### src/inc/scs_defs.svh
`ifndef SCS_DEFS_SVH
`define SCS_DEFS_SVH

// Servo period codes in microseconds.
`define SCS_PERIOD_500US        16'h01F4
`define SCS_PERIOD_1000US       16'h03E8
`define SCS_PERIOD_2000US       16'h07D0
`define SCS_PERIOD_4000US       16'h0FA0
`define SCS_PERIOD_RESET        16'h03E8

// Slice lengths in nanoseconds and the clock period.
`define SCS_SLICE_250US_NS      250000
`define SCS_SLICE_500US_NS      500000
`define SCS_SLICE_1MS_NS        1000000
`define SCS_CLK_NS              8
`define SCS_SLICE_250US_CYC     (`SCS_SLICE_250US_NS / `SCS_CLK_NS)
`define SCS_SLICE_500US_CYC     (`SCS_SLICE_500US_NS / `SCS_CLK_NS)
`define SCS_SLICE_1MS_CYC       (`SCS_SLICE_1MS_NS / `SCS_CLK_NS)

// Station limits per period: axes, drives, inverters, stations.
`define SCS_LIM_500_AXES        8
`define SCS_LIM_500_DRV         4
`define SCS_LIM_500_INV         4
`define SCS_LIM_500_STA         4
`define SCS_LIM_1000_AXES       16
`define SCS_LIM_1000_DRV        8
`define SCS_LIM_1000_INV        8
`define SCS_LIM_1000_STA        8
`define SCS_LIM_2000_AXES       16
`define SCS_LIM_2000_DRV        16
`define SCS_LIM_2000_INV        8
`define SCS_LIM_2000_STA        16
`define SCS_LIM_4000_AXES       32
`define SCS_LIM_4000_DRV        30
`define SCS_LIM_4000_INV        8
`define SCS_LIM_4000_STA        30

`define SCS_NUM_AXES            32
`define SCS_NUM_PROCS           14

`endif

### src/inc/scs_pkg.sv
package scs_pkg;

    typedef enum logic [1:0]
    {
        SCS_P500,
        SCS_P1000,
        SCS_P2000,
        SCS_P4000
    } scs_period_t;

    typedef enum logic [2:0]
    {
        SCS_ST_IDLE,
        SCS_ST_BUF,
        SCS_ST_MEASURED_POSITION,
        SCS_ST_DEMANDED_POSITION,
        SCS_ST_LOOP,
        SCS_ST_REF,
        SCS_ST_ERR
    } scs_step_t;

    // Per-slice activity strobes given to the process engines.
    typedef struct packed
    {
        logic motion;
        logic low_prio;
        logic high_prio;
        logic indicator;
        logic comms;
    } scs_slice_act_t;

    // Step strobe handed to the axis datapath.
    typedef struct packed
    {
        logic       valid;
        scs_step_t  step;
        logic [4:0] axis;
    } scs_axis_step_t;

endpackage : scs_pkg

### src/logic/scs_scheduler.sv
`timescale 1ns/1ns
// Contract
// - Each cycle has four equal slices: 250us at 0.5/1ms, 500us at 2ms, 1ms at 4ms.
// - Slice one motion then low priority; two high priority; four external comms.
// - Slice three refreshes indicators, high priority, motion again only at 0.5ms.
// - At 0.5ms period a motion sequence starts every 0.5ms, slices one and three.
// - At 1ms period motion runs once per cycle in slice one only.
// - At 2ms period motion runs once every 2ms in slice one.
// - At 4ms period motion runs once every 4ms in slice one.
// - Servo period accepts only 0.5, 1, 2 or 4 ms.
// - Servo period defaults to 1000 microseconds.
// - A new servo period takes effect only after restart.
// - Drive slaves count as axes; inverter slaves do not.
// - Inconsistent period and slaves makes slave detection fail.
// - Up to fourteen program processes run concurrently within the slices.
// - Motion sequence handles all 32 axes through six ordered steps.
// - Issued motion commands are buffered; execution begins at next motion sequence.
// - Completed movement removes its command, freeing the buffer entry.
// - Following error over limit clears watchdog, servo off, cancels move; a restart in the same cycle keeps servo on.
`include "scs_defs.svh"
module scs_scheduler
    import scs_pkg::*;
#(
    parameter int NAXES    = `SCS_NUM_AXES,
    parameter int NPROCS   = `SCS_NUM_PROCS,
    parameter int SLICE250 = `SCS_SLICE_250US_CYC,
    parameter int SLICE500 = `SCS_SLICE_500US_CYC,
    parameter int SLICE1MS = `SCS_SLICE_1MS_CYC
)
(
    // Clock and reset.
    input  wire logic               clk_sys,
    input  wire logic               resetn,
    // Period setting and restart.
    input  wire logic [15:0]        period_wr_data,
    input  wire logic               period_wr,
    input  wire logic               restart,
    // Slave census from the fieldbus.
    input  wire logic [5:0]         drive_count,
    input  wire logic [5:0]         inverter_count,
    // Program processes.
    input  wire logic [NPROCS-1:0]  proc_ready,
    // Motion commands.
    input  wire logic [NAXES-1:0]   cmd_issue,
    input  wire logic [NAXES-1:0]   move_done,
    input  wire logic [NAXES-1:0]   fe_over_limit,
    input  wire logic               axis_step_done,
    // Schedule outputs.
    output scs_slice_act_t          slice_act,
    output logic [1:0]              slice_idx,
    output logic [15:0]             period_active,
    output logic [15:0]             period_pending,
    output logic                    period_wr_err,
    output logic [NPROCS-1:0]       proc_grant,
    output scs_axis_step_t          axis_step,
    output logic [NAXES-1:0]        buf_busy,
    output logic [NAXES-1:0]        buf_exec,
    output logic [NAXES-1:0]        servo_on,
    output logic                    drive_enable_watchdog,
    output logic [5:0]              axis_count,
    output logic                    slave_detect_ok
);

    ////////////////////////////////////////////////////////////////////////////

    function automatic logic period_legal(input logic [15:0] v);
        return v == `SCS_PERIOD_500US || v == `SCS_PERIOD_1000US ||
               v == `SCS_PERIOD_2000US || v == `SCS_PERIOD_4000US;
    endfunction : period_legal

    function automatic scs_period_t period_code(input logic [15:0] v);
        case (v)
            `SCS_PERIOD_500US:  return SCS_P500;
            `SCS_PERIOD_2000US: return SCS_P2000;
            `SCS_PERIOD_4000US: return SCS_P4000;
            default:            return SCS_P1000;
        endcase
    endfunction : period_code

    logic [15:0]  pend_q;
    logic [15:0]  act_q;
    logic         wr_err_q;
    scs_period_t  mode;

    // Illegal values are dropped and flagged, the pending value stands.
    always_ff @(posedge clk_sys or negedge resetn)
    begin
        if (!resetn)
        begin
            pend_q   <= `SCS_PERIOD_RESET;
            wr_err_q <= 1'b0;
        end
        else if (period_wr)
        begin
            wr_err_q <= !period_legal(period_wr_data);
            if (period_legal(period_wr_data))
                pend_q <= period_wr_data;
        end
    end

    // The schedule reads only the active copy, loaded at restart.
    always_ff @(posedge clk_sys or negedge resetn)
    begin
        if (!resetn)
            act_q <= `SCS_PERIOD_RESET;
        else if (restart)
            act_q <= pend_q;
    end

    assign mode           = period_code(act_q);
    assign period_active  = act_q;
    assign period_pending = pend_q;
    assign period_wr_err  = wr_err_q;

    ////////////////////////////////////////////////////////////////////////////

    logic [31:0] tick_q;
    logic [31:0] slice_len;
    logic [1:0]  slice_q;
    logic        boundary;

    always_comb
    begin
        case (mode)
            SCS_P2000: slice_len = 32'(SLICE500);
            SCS_P4000: slice_len = 32'(SLICE1MS);
            default:   slice_len = 32'(SLICE250);
        endcase
    end

    assign boundary = (tick_q == slice_len - 32'd1);

    always_ff @(posedge clk_sys or negedge resetn)
    begin
        if (!resetn)
            tick_q <= 32'h0000_0000;
        else if (restart || boundary)
            tick_q <= 32'h0000_0000;
        else
            tick_q <= tick_q + 32'd1;
    end

    always_ff @(posedge clk_sys or negedge resetn)
    begin
        if (!resetn)
            slice_q <= 2'h0;
        else if (restart)
            slice_q <= 2'h0;
        else if (boundary)
            slice_q <= slice_q + 2'd1;
    end

    assign slice_idx = slice_q;

    logic motion_slice;
    logic motion_start;

    always_comb
    begin
        slice_act = '0;
        case (slice_q)
            2'd0:
            begin
                slice_act.motion   = 1'b1;
                slice_act.low_prio = 1'b1;
            end
            2'd1: slice_act.high_prio = 1'b1;
            2'd2:
            begin
                slice_act.indicator = 1'b1;
                slice_act.high_prio = 1'b1;
                slice_act.motion    = (mode == SCS_P500);
            end
            default: slice_act.comms = 1'b1;
        endcase
    end

    assign motion_slice = slice_act.motion;
    assign motion_start = motion_slice && tick_q == 32'h0000_0000;

    ////////////////////////////////////////////////////////////////////////////

    // Processes 12 and 13 (0-based) are high priority; the rest share low time.
    localparam int NHI = 2;

    always_comb
    begin
        proc_grant = '0;
        for (int i = 0; i < NPROCS; i++)
        begin
            if (i >= NPROCS - NHI)
                proc_grant[i] = proc_ready[i] && slice_act.high_prio;
            else
                proc_grant[i] = proc_ready[i] && slice_act.low_prio;
        end
    end

    ////////////////////////////////////////////////////////////////////////////

    // Each step covers every axis before the next step begins.
    scs_step_t   step_q;
    logic [4:0]  axis_q;

    always_ff @(posedge clk_sys or negedge resetn)
    begin
        if (!resetn)
        begin
            step_q <= SCS_ST_IDLE;
            axis_q <= 5'h0;
        end
        else
        begin
            case (step_q)
                SCS_ST_IDLE:
                    if (motion_start)
                    begin
                        step_q <= SCS_ST_BUF;
                        axis_q <= 5'h0;
                    end
                SCS_ST_BUF, SCS_ST_MEASURED_POSITION, SCS_ST_DEMANDED_POSITION, SCS_ST_LOOP, SCS_ST_REF, SCS_ST_ERR:
                    if (axis_step_done)
                    begin
                        if (axis_q == 5'(NAXES - 1))
                        begin
                            axis_q <= 5'h0;
                            step_q <= (step_q == SCS_ST_ERR) ? SCS_ST_IDLE
                                                             : scs_step_t'(step_q + 3'd1);
                        end
                        else
                            axis_q <= axis_q + 5'd1;
                    end
                default: step_q <= SCS_ST_IDLE;
            endcase
        end
    end

    assign axis_step.valid = (step_q != SCS_ST_IDLE);
    assign axis_step.step  = step_q;
    assign axis_step.axis  = axis_q;

    ////////////////////////////////////////////////////////////////////////////

    logic seq_begin;
    assign seq_begin = motion_start && step_q == SCS_ST_IDLE;

    genvar g;
    generate
        for (g = 0; g < NAXES; g++)
        begin : g_axis
            logic busy_q;
            logic exec_q;
            logic servo_q;
            always_ff @(posedge clk_sys or negedge resetn)
            begin
                if (!resetn)
                begin
                    busy_q  <= 1'b0;
                    exec_q  <= 1'b0;
                    servo_q <= 1'b1;
                end
                else
                begin
                    if (fe_over_limit[g])
                    begin
                        servo_q <= 1'b0;
                        busy_q  <= 1'b0;
                        exec_q  <= 1'b0;
                    end
                    else if (move_done[g] && exec_q)
                    begin
                        busy_q <= cmd_issue[g];
                        exec_q <= 1'b0;
                    end
                    else
                    begin
                        if (cmd_issue[g] && servo_q)
                            busy_q <= 1'b1;
                        if (seq_begin && busy_q)
                            exec_q <= 1'b1;
                    end
                    if (restart)
                        servo_q <= 1'b1;
                end
            end
            assign buf_busy[g] = busy_q;
            assign buf_exec[g] = exec_q;
            assign servo_on[g] = servo_q;
        end
    endgenerate

    // Watchdog drops on any following error and stays off until restart.
    always_ff @(posedge clk_sys or negedge resetn)
    begin
        if (!resetn)
            drive_enable_watchdog <= 1'b1;
        else if (|fe_over_limit)
            drive_enable_watchdog <= 1'b0;
        else if (restart)
            drive_enable_watchdog <= 1'b1;
    end

    ////////////////////////////////////////////////////////////////////////////

    // Inverters are peripherals and never enter the axis count.
    assign axis_count = drive_count;

    logic       ok_d;
    logic [6:0] stations;
    assign stations = {1'b0, drive_count} + {1'b0, inverter_count};

    always_comb
    begin
        case (mode)
            SCS_P500:  ok_d = drive_count <= `SCS_LIM_500_DRV && inverter_count <= `SCS_LIM_500_INV
                              && stations <= `SCS_LIM_500_STA;
            SCS_P1000: ok_d = drive_count <= `SCS_LIM_1000_DRV
                              && inverter_count <= `SCS_LIM_1000_INV
                              && stations <= `SCS_LIM_1000_STA;
            SCS_P2000: ok_d = drive_count <= `SCS_LIM_2000_DRV
                              && inverter_count <= `SCS_LIM_2000_INV
                              && stations <= `SCS_LIM_2000_STA;
            default:   ok_d = drive_count <= `SCS_LIM_4000_DRV
                              && inverter_count <= `SCS_LIM_4000_INV
                              && stations <= `SCS_LIM_4000_STA;
        endcase
    end

    always_ff @(posedge clk_sys or negedge resetn)
    begin
        if (!resetn)
            slave_detect_ok <= 1'b0;
        else
            slave_detect_ok <= ok_d;
    end

endmodule : scs_scheduler

### config.mk
export PLATFORM = sky130hd
export DESIGN_NAME = scs_scheduler
export DESIGN_NICKNAME = d
export VERILOG_FILES = /design/src/inc/scs_pkg.sv /design/src/logic/scs_scheduler.sv
export VERILOG_INCLUDE_DIRS = /design/src /design/src/inc
export SDC_FILE = /design/constraint.sdc
export NUM_CORES = 1
export LEC_CHECK = 0
export BUFFER_PORTS_ARGS = -buffer_cell sky130_fd_sc_hd__buf_2
export CAP_MARGIN = 20
export CORE_UTILIZATION = 35
export CTS_CLUSTER_DIAMETER = 40
export DETAILED_ROUTE_END_ITERATION = 10
export GPL_ROUTABILITY_DRIVEN = 0
export GPL_TIMING_DRIVEN = 0
export PLACE_DENSITY = 0.7
export SLEW_MARGIN = 5
export SYNTH_ARGS = -nofsm -noshare
export SYNTH_HDL_FRONTEND = slang
export SYNTH_SLANG_ARGS = --single-unit
### constraint.sdc
create_clock -name clk_sys -period 3 [get_ports clk_sys]
set_input_delay 0.45 -clock clk_sys [delete_from_list [all_inputs] [get_ports clk_sys]]
set_output_delay 0.45 -clock clk_sys [all_outputs]
set_load 0.01 [all_outputs]
==> run_results.csv <==
group,metric,value,unit
power,ir_drop,0.269,mV
setup_path,path_cells,"or4_1 -> or4_4 -> or4_4 -> o41ai_4 -> buf_4 -> buf_6 -> nor2_1",
setup_path,slowest_delay,0.57,ns
timing,fin_skew,0.0230,ns
outcome,status,"complete, no violations",
die,die_w,163,µm
worst_hold_path,min_from,"fe_over_limit[14]",
logic_synthesis,synth.top_cell.area_share,35.3,%
timing,min_period_over_period,97.2,%
logic_synthesis,syn_area,9070,µm²
finish,final_nets,1427,
die,initial_core_util,35.8,%
logic_synthesis,syn_area_per_cell,9.67,µm²
timing,rsz0062_at_grt,"false",
global_route,grt_max_degree,96,
power,pwr-share-clk,39.4,%
finish,multi_input_area,3640,µm²
placement,io_buffers,309,
clock_network,cts_tree,"built",
placement,hpwl,18600,µm
finish,ff_latch_area,4390,µm²
timing,fin_hold_ws,0.203,ns
timing,tightest_slew,0.906,ns
finish,fillerInstances,2457,
setup_path,critPathBufInv,2,
job,drv_cap,0,
logic_synthesis,syn-num-nets,1095,
setup_path,critPathTopFamily,"simple AND/OR/NAND/NOR gates",
power,internal_power,4010,µW
routing,antenna_left,0,
routing,drt_iter0_markers,484,
setup_path,worstSetupStartpointType,"flip-flop",
timing,relSlewSlack,39.0,%
power,power_switching,1660,µW
routing,drt_wl_total,24100,µm
logic_synthesis,synth_top_cells_by_count,"dfrtp_1 (128), buf_4 (103), nor2_1 (95)",
global_route,grtUsageTotal,18.3,%
clock_network,cts_max_level,4,
clock_network,path_clk_slew,0.07,ns
finish,layout.cells.non_filler,1614,
global_route,antenna_found_initial,3,
timing,hold_viol,0,
worst_hold_path,hp-class,"input pin to flip-flop",
setup_path,crit_path_max_fanout,10,
clock_network,numCtsBuffers,17,
clock_network,worst_skew_pair.late_latency,0.44,ns
timing,drv_slew,0,
setup_path,slowest_stage,"or4_4",
die,die_h,163,µm
power,design_power_total,5670,µW
power,swShare,29.2,%
global_route,grt_pass1_wl,37900,µm
die,rows,58,
clock_network,clockRootBuffer,"clkbuf_16",
routing,viasPerCell,4.80,
logic_synthesis,synth_cells,938,
logic_synthesis,netlist_top_cells_area,"dfrtp_1 (35%), dfstp_2 (13%), buf_4 (8.5%)",
logic_synthesis,netlist.top_cell.by_area,"dfrtp_1",
logic_synthesis,ys.warnings.count,0,
worst_hold_path,whs_path_depth,2,
clock_network,cts_buffer_depth,2,
logic_synthesis,synth.most_common_cell,"dfrtp_1",
routing,via_count,7745,
global_route,grt_pass1_vias,7374,
finish,area_growth,29.1,%
logic_synthesis,yosysSeqAreaShare,48.4,%
logic_synthesis,synth_edf_count,0,
power,power_leakage,0.00590,µW
die,die_area,26600,µm²
power,pwr-share-comb,15.4,%
setup_path,worstPathArrival,3.22,ns
global_route,gr-total-overflow,0,
routing,firstDrtPassIters,5,
timing,fin_tns_setup,0,ns
setup_path,critPathMostFrequentCell,"or4_4",
power,p_per_area,484,nW/µm²
routing,drc,0,
die,ios,310,
setup_path,r2r_end,"tick_q[26]",
logic_synthesis,synthFlopType,"dfrtp_1",
setup_path,cp-end-kind,"flip-flop",
timing,fmax,343,MHz
finish,drive_above_1_share,41.5,%
placement,dp_cells,1579,
timing,fin_crit,2.91,ns
clock_network,cts.sinks,173,
setup_path,r2r_start,"tick_q[8]",
logic_synthesis,ys_ff_latch,173,
timing,finalSetupViolations,0,
power,pwr-share-seq,45.2,%
die,core,25300,µm²
setup_path,reg2reg_depth,7,
routing,wire_per_inst,14.9,µm
logic_synthesis,synthDistinctLibCells,56,
setup_path,rrSetupSlack,0.09,ns
setup_path,crit_required,3.31,ns
logic_synthesis,async_flop_share,100,%
setup_path,crit_type,"flip-flop to flip-flop",
worst_hold_path,hold_end,"g_axis[14].exec_q",
-- worst max-delay path by stage --
stage,startpoint,endpoint,slack [ns],depth (start not counted)
after global routing,tick_q[8],slice_idx[0],0.02,5
final,tick_q[8],tick_q[26],0.09,7
after detailed placement,tick_q[8],tick_q[20],-0.01,6
after global placement,resetn,period_active[10],-1.30,1
after floorplan,tick_q[8],slice_idx[0],0.26,5
after CTS,tick_q[8],g_axis[9].exec_q,0.01,7
-- cell usage in the layout, fill, tap and decap left out, types with 3 or more instances in the layout --
cell type and count:
mux2_2 26, o211ai_1 3, and2_1 24, inv_6 5, inv_1 51, and3_1 8, nor2_1 95, a22oi_1 32
dfrtp_1 128, clkbuf_16 17, nand4_1 7, and4_1 3, nor4_1 17, nand2_1 89, dfstp_2 45, nand3_1 21
buf_6 3, o21a_1 3, o21ai_0 46, buf_4 105, clkinv_8 4, nor3b_1 3, clkbuf_1 11, clkbuf_2 3
xor2_1 14, xnor2_1 19, nor2b_1 3, a21oi_1 37, nand3b_1 35, buf_2 309, ha_1 13, a211oi_1 3
nor3_1 14, inv_8 4, nand2b_1 38
-- timing repair --
action	4_1_cts	5_1_grt
endpoints found under the hold margin	2	0
pin swaps	1	1
resized for setup	0	8
setup endpoints to repair	30	34
hold buffers	1	0
setup buffers	0	1
-- state kept, by name, summed over array words and instances, names as in the netlist --
signal and flops:
g_axis.busy_q 32, g_axis.exec_q 32, g_axis.servo_q 32, tick_q 32, period_active 16, period_pending 16, axis_q 5, step_q 3
slice_idx 2, drive_enable_watchdog 1, period_wr_err 1, slave_detect_ok 1
-- final cells by class --
cell class	count	share of cell area, %
plain buffers	121	7.42
repair buffers	313	13.7
inverters	51	1.63
multi-input cells	593	31.1
diodes	1	0.0214
flip-flops and latches	173	37.5
clock buffers	17	3.63
clock inverters	15	1.46
well taps	330	3.53
-- through the flow --
stage                     utilization, %  setup slack (ns)  instance area (µm²)
after floorplan                        -             0.260                 9070
after global placement              43.5             -1.30                11000
after detailed placement            43.7          -0.00989                11100
after CTS                           46.1            0.0133                11700
after global routing                46.2            0.0161                11700
final                               46.2            0.0855                11700
-- power groups by stage --
stage / Clock, µW / Sequential (µW) / Combinational, µW
floorplan: 0 / 2600 / 460
global placement: 0 / 2600 / 851
detailed placement: 0 / 2610 / 877
CTS: 2300 / 2560 / 881
global route: 2390 / 2580 / 979
finish: 2230 / 2560 / 872
-- metal layers --
layer  share of wire [%]  track usage [%]  routed length (µm)
met5               0.095                0                  23
met4                 1.7             5.95                 403
met3                 5.3             4.66                1280
met2                  48             29.1               11500
met1                  45             24.1               10900
-- logic make-up (layout without fill, tap and decap cells) --
| logic type | Yosys count | after routing | share of synthesized area, % |
|---|---|---|---|
| buffers and inverters | 172 | 517 | 11.6 |
| other | 0 | 1 | 0 |
| xor gates and xnor gates | 33 | 33 | 3.19 |
| adders and majority gates | 14 | 14 | 2.01 |
| AOI/OAI and AO/OA | 146 | 146 | 10.2 |
| and+or+nand+nor | 372 | 372 | 21.1 |
| DFF | 173 | 173 | 48.4 |
| muxes | 28 | 28 | 3.45 |
No activity file was read; power rests on OpenSTA's default activity.
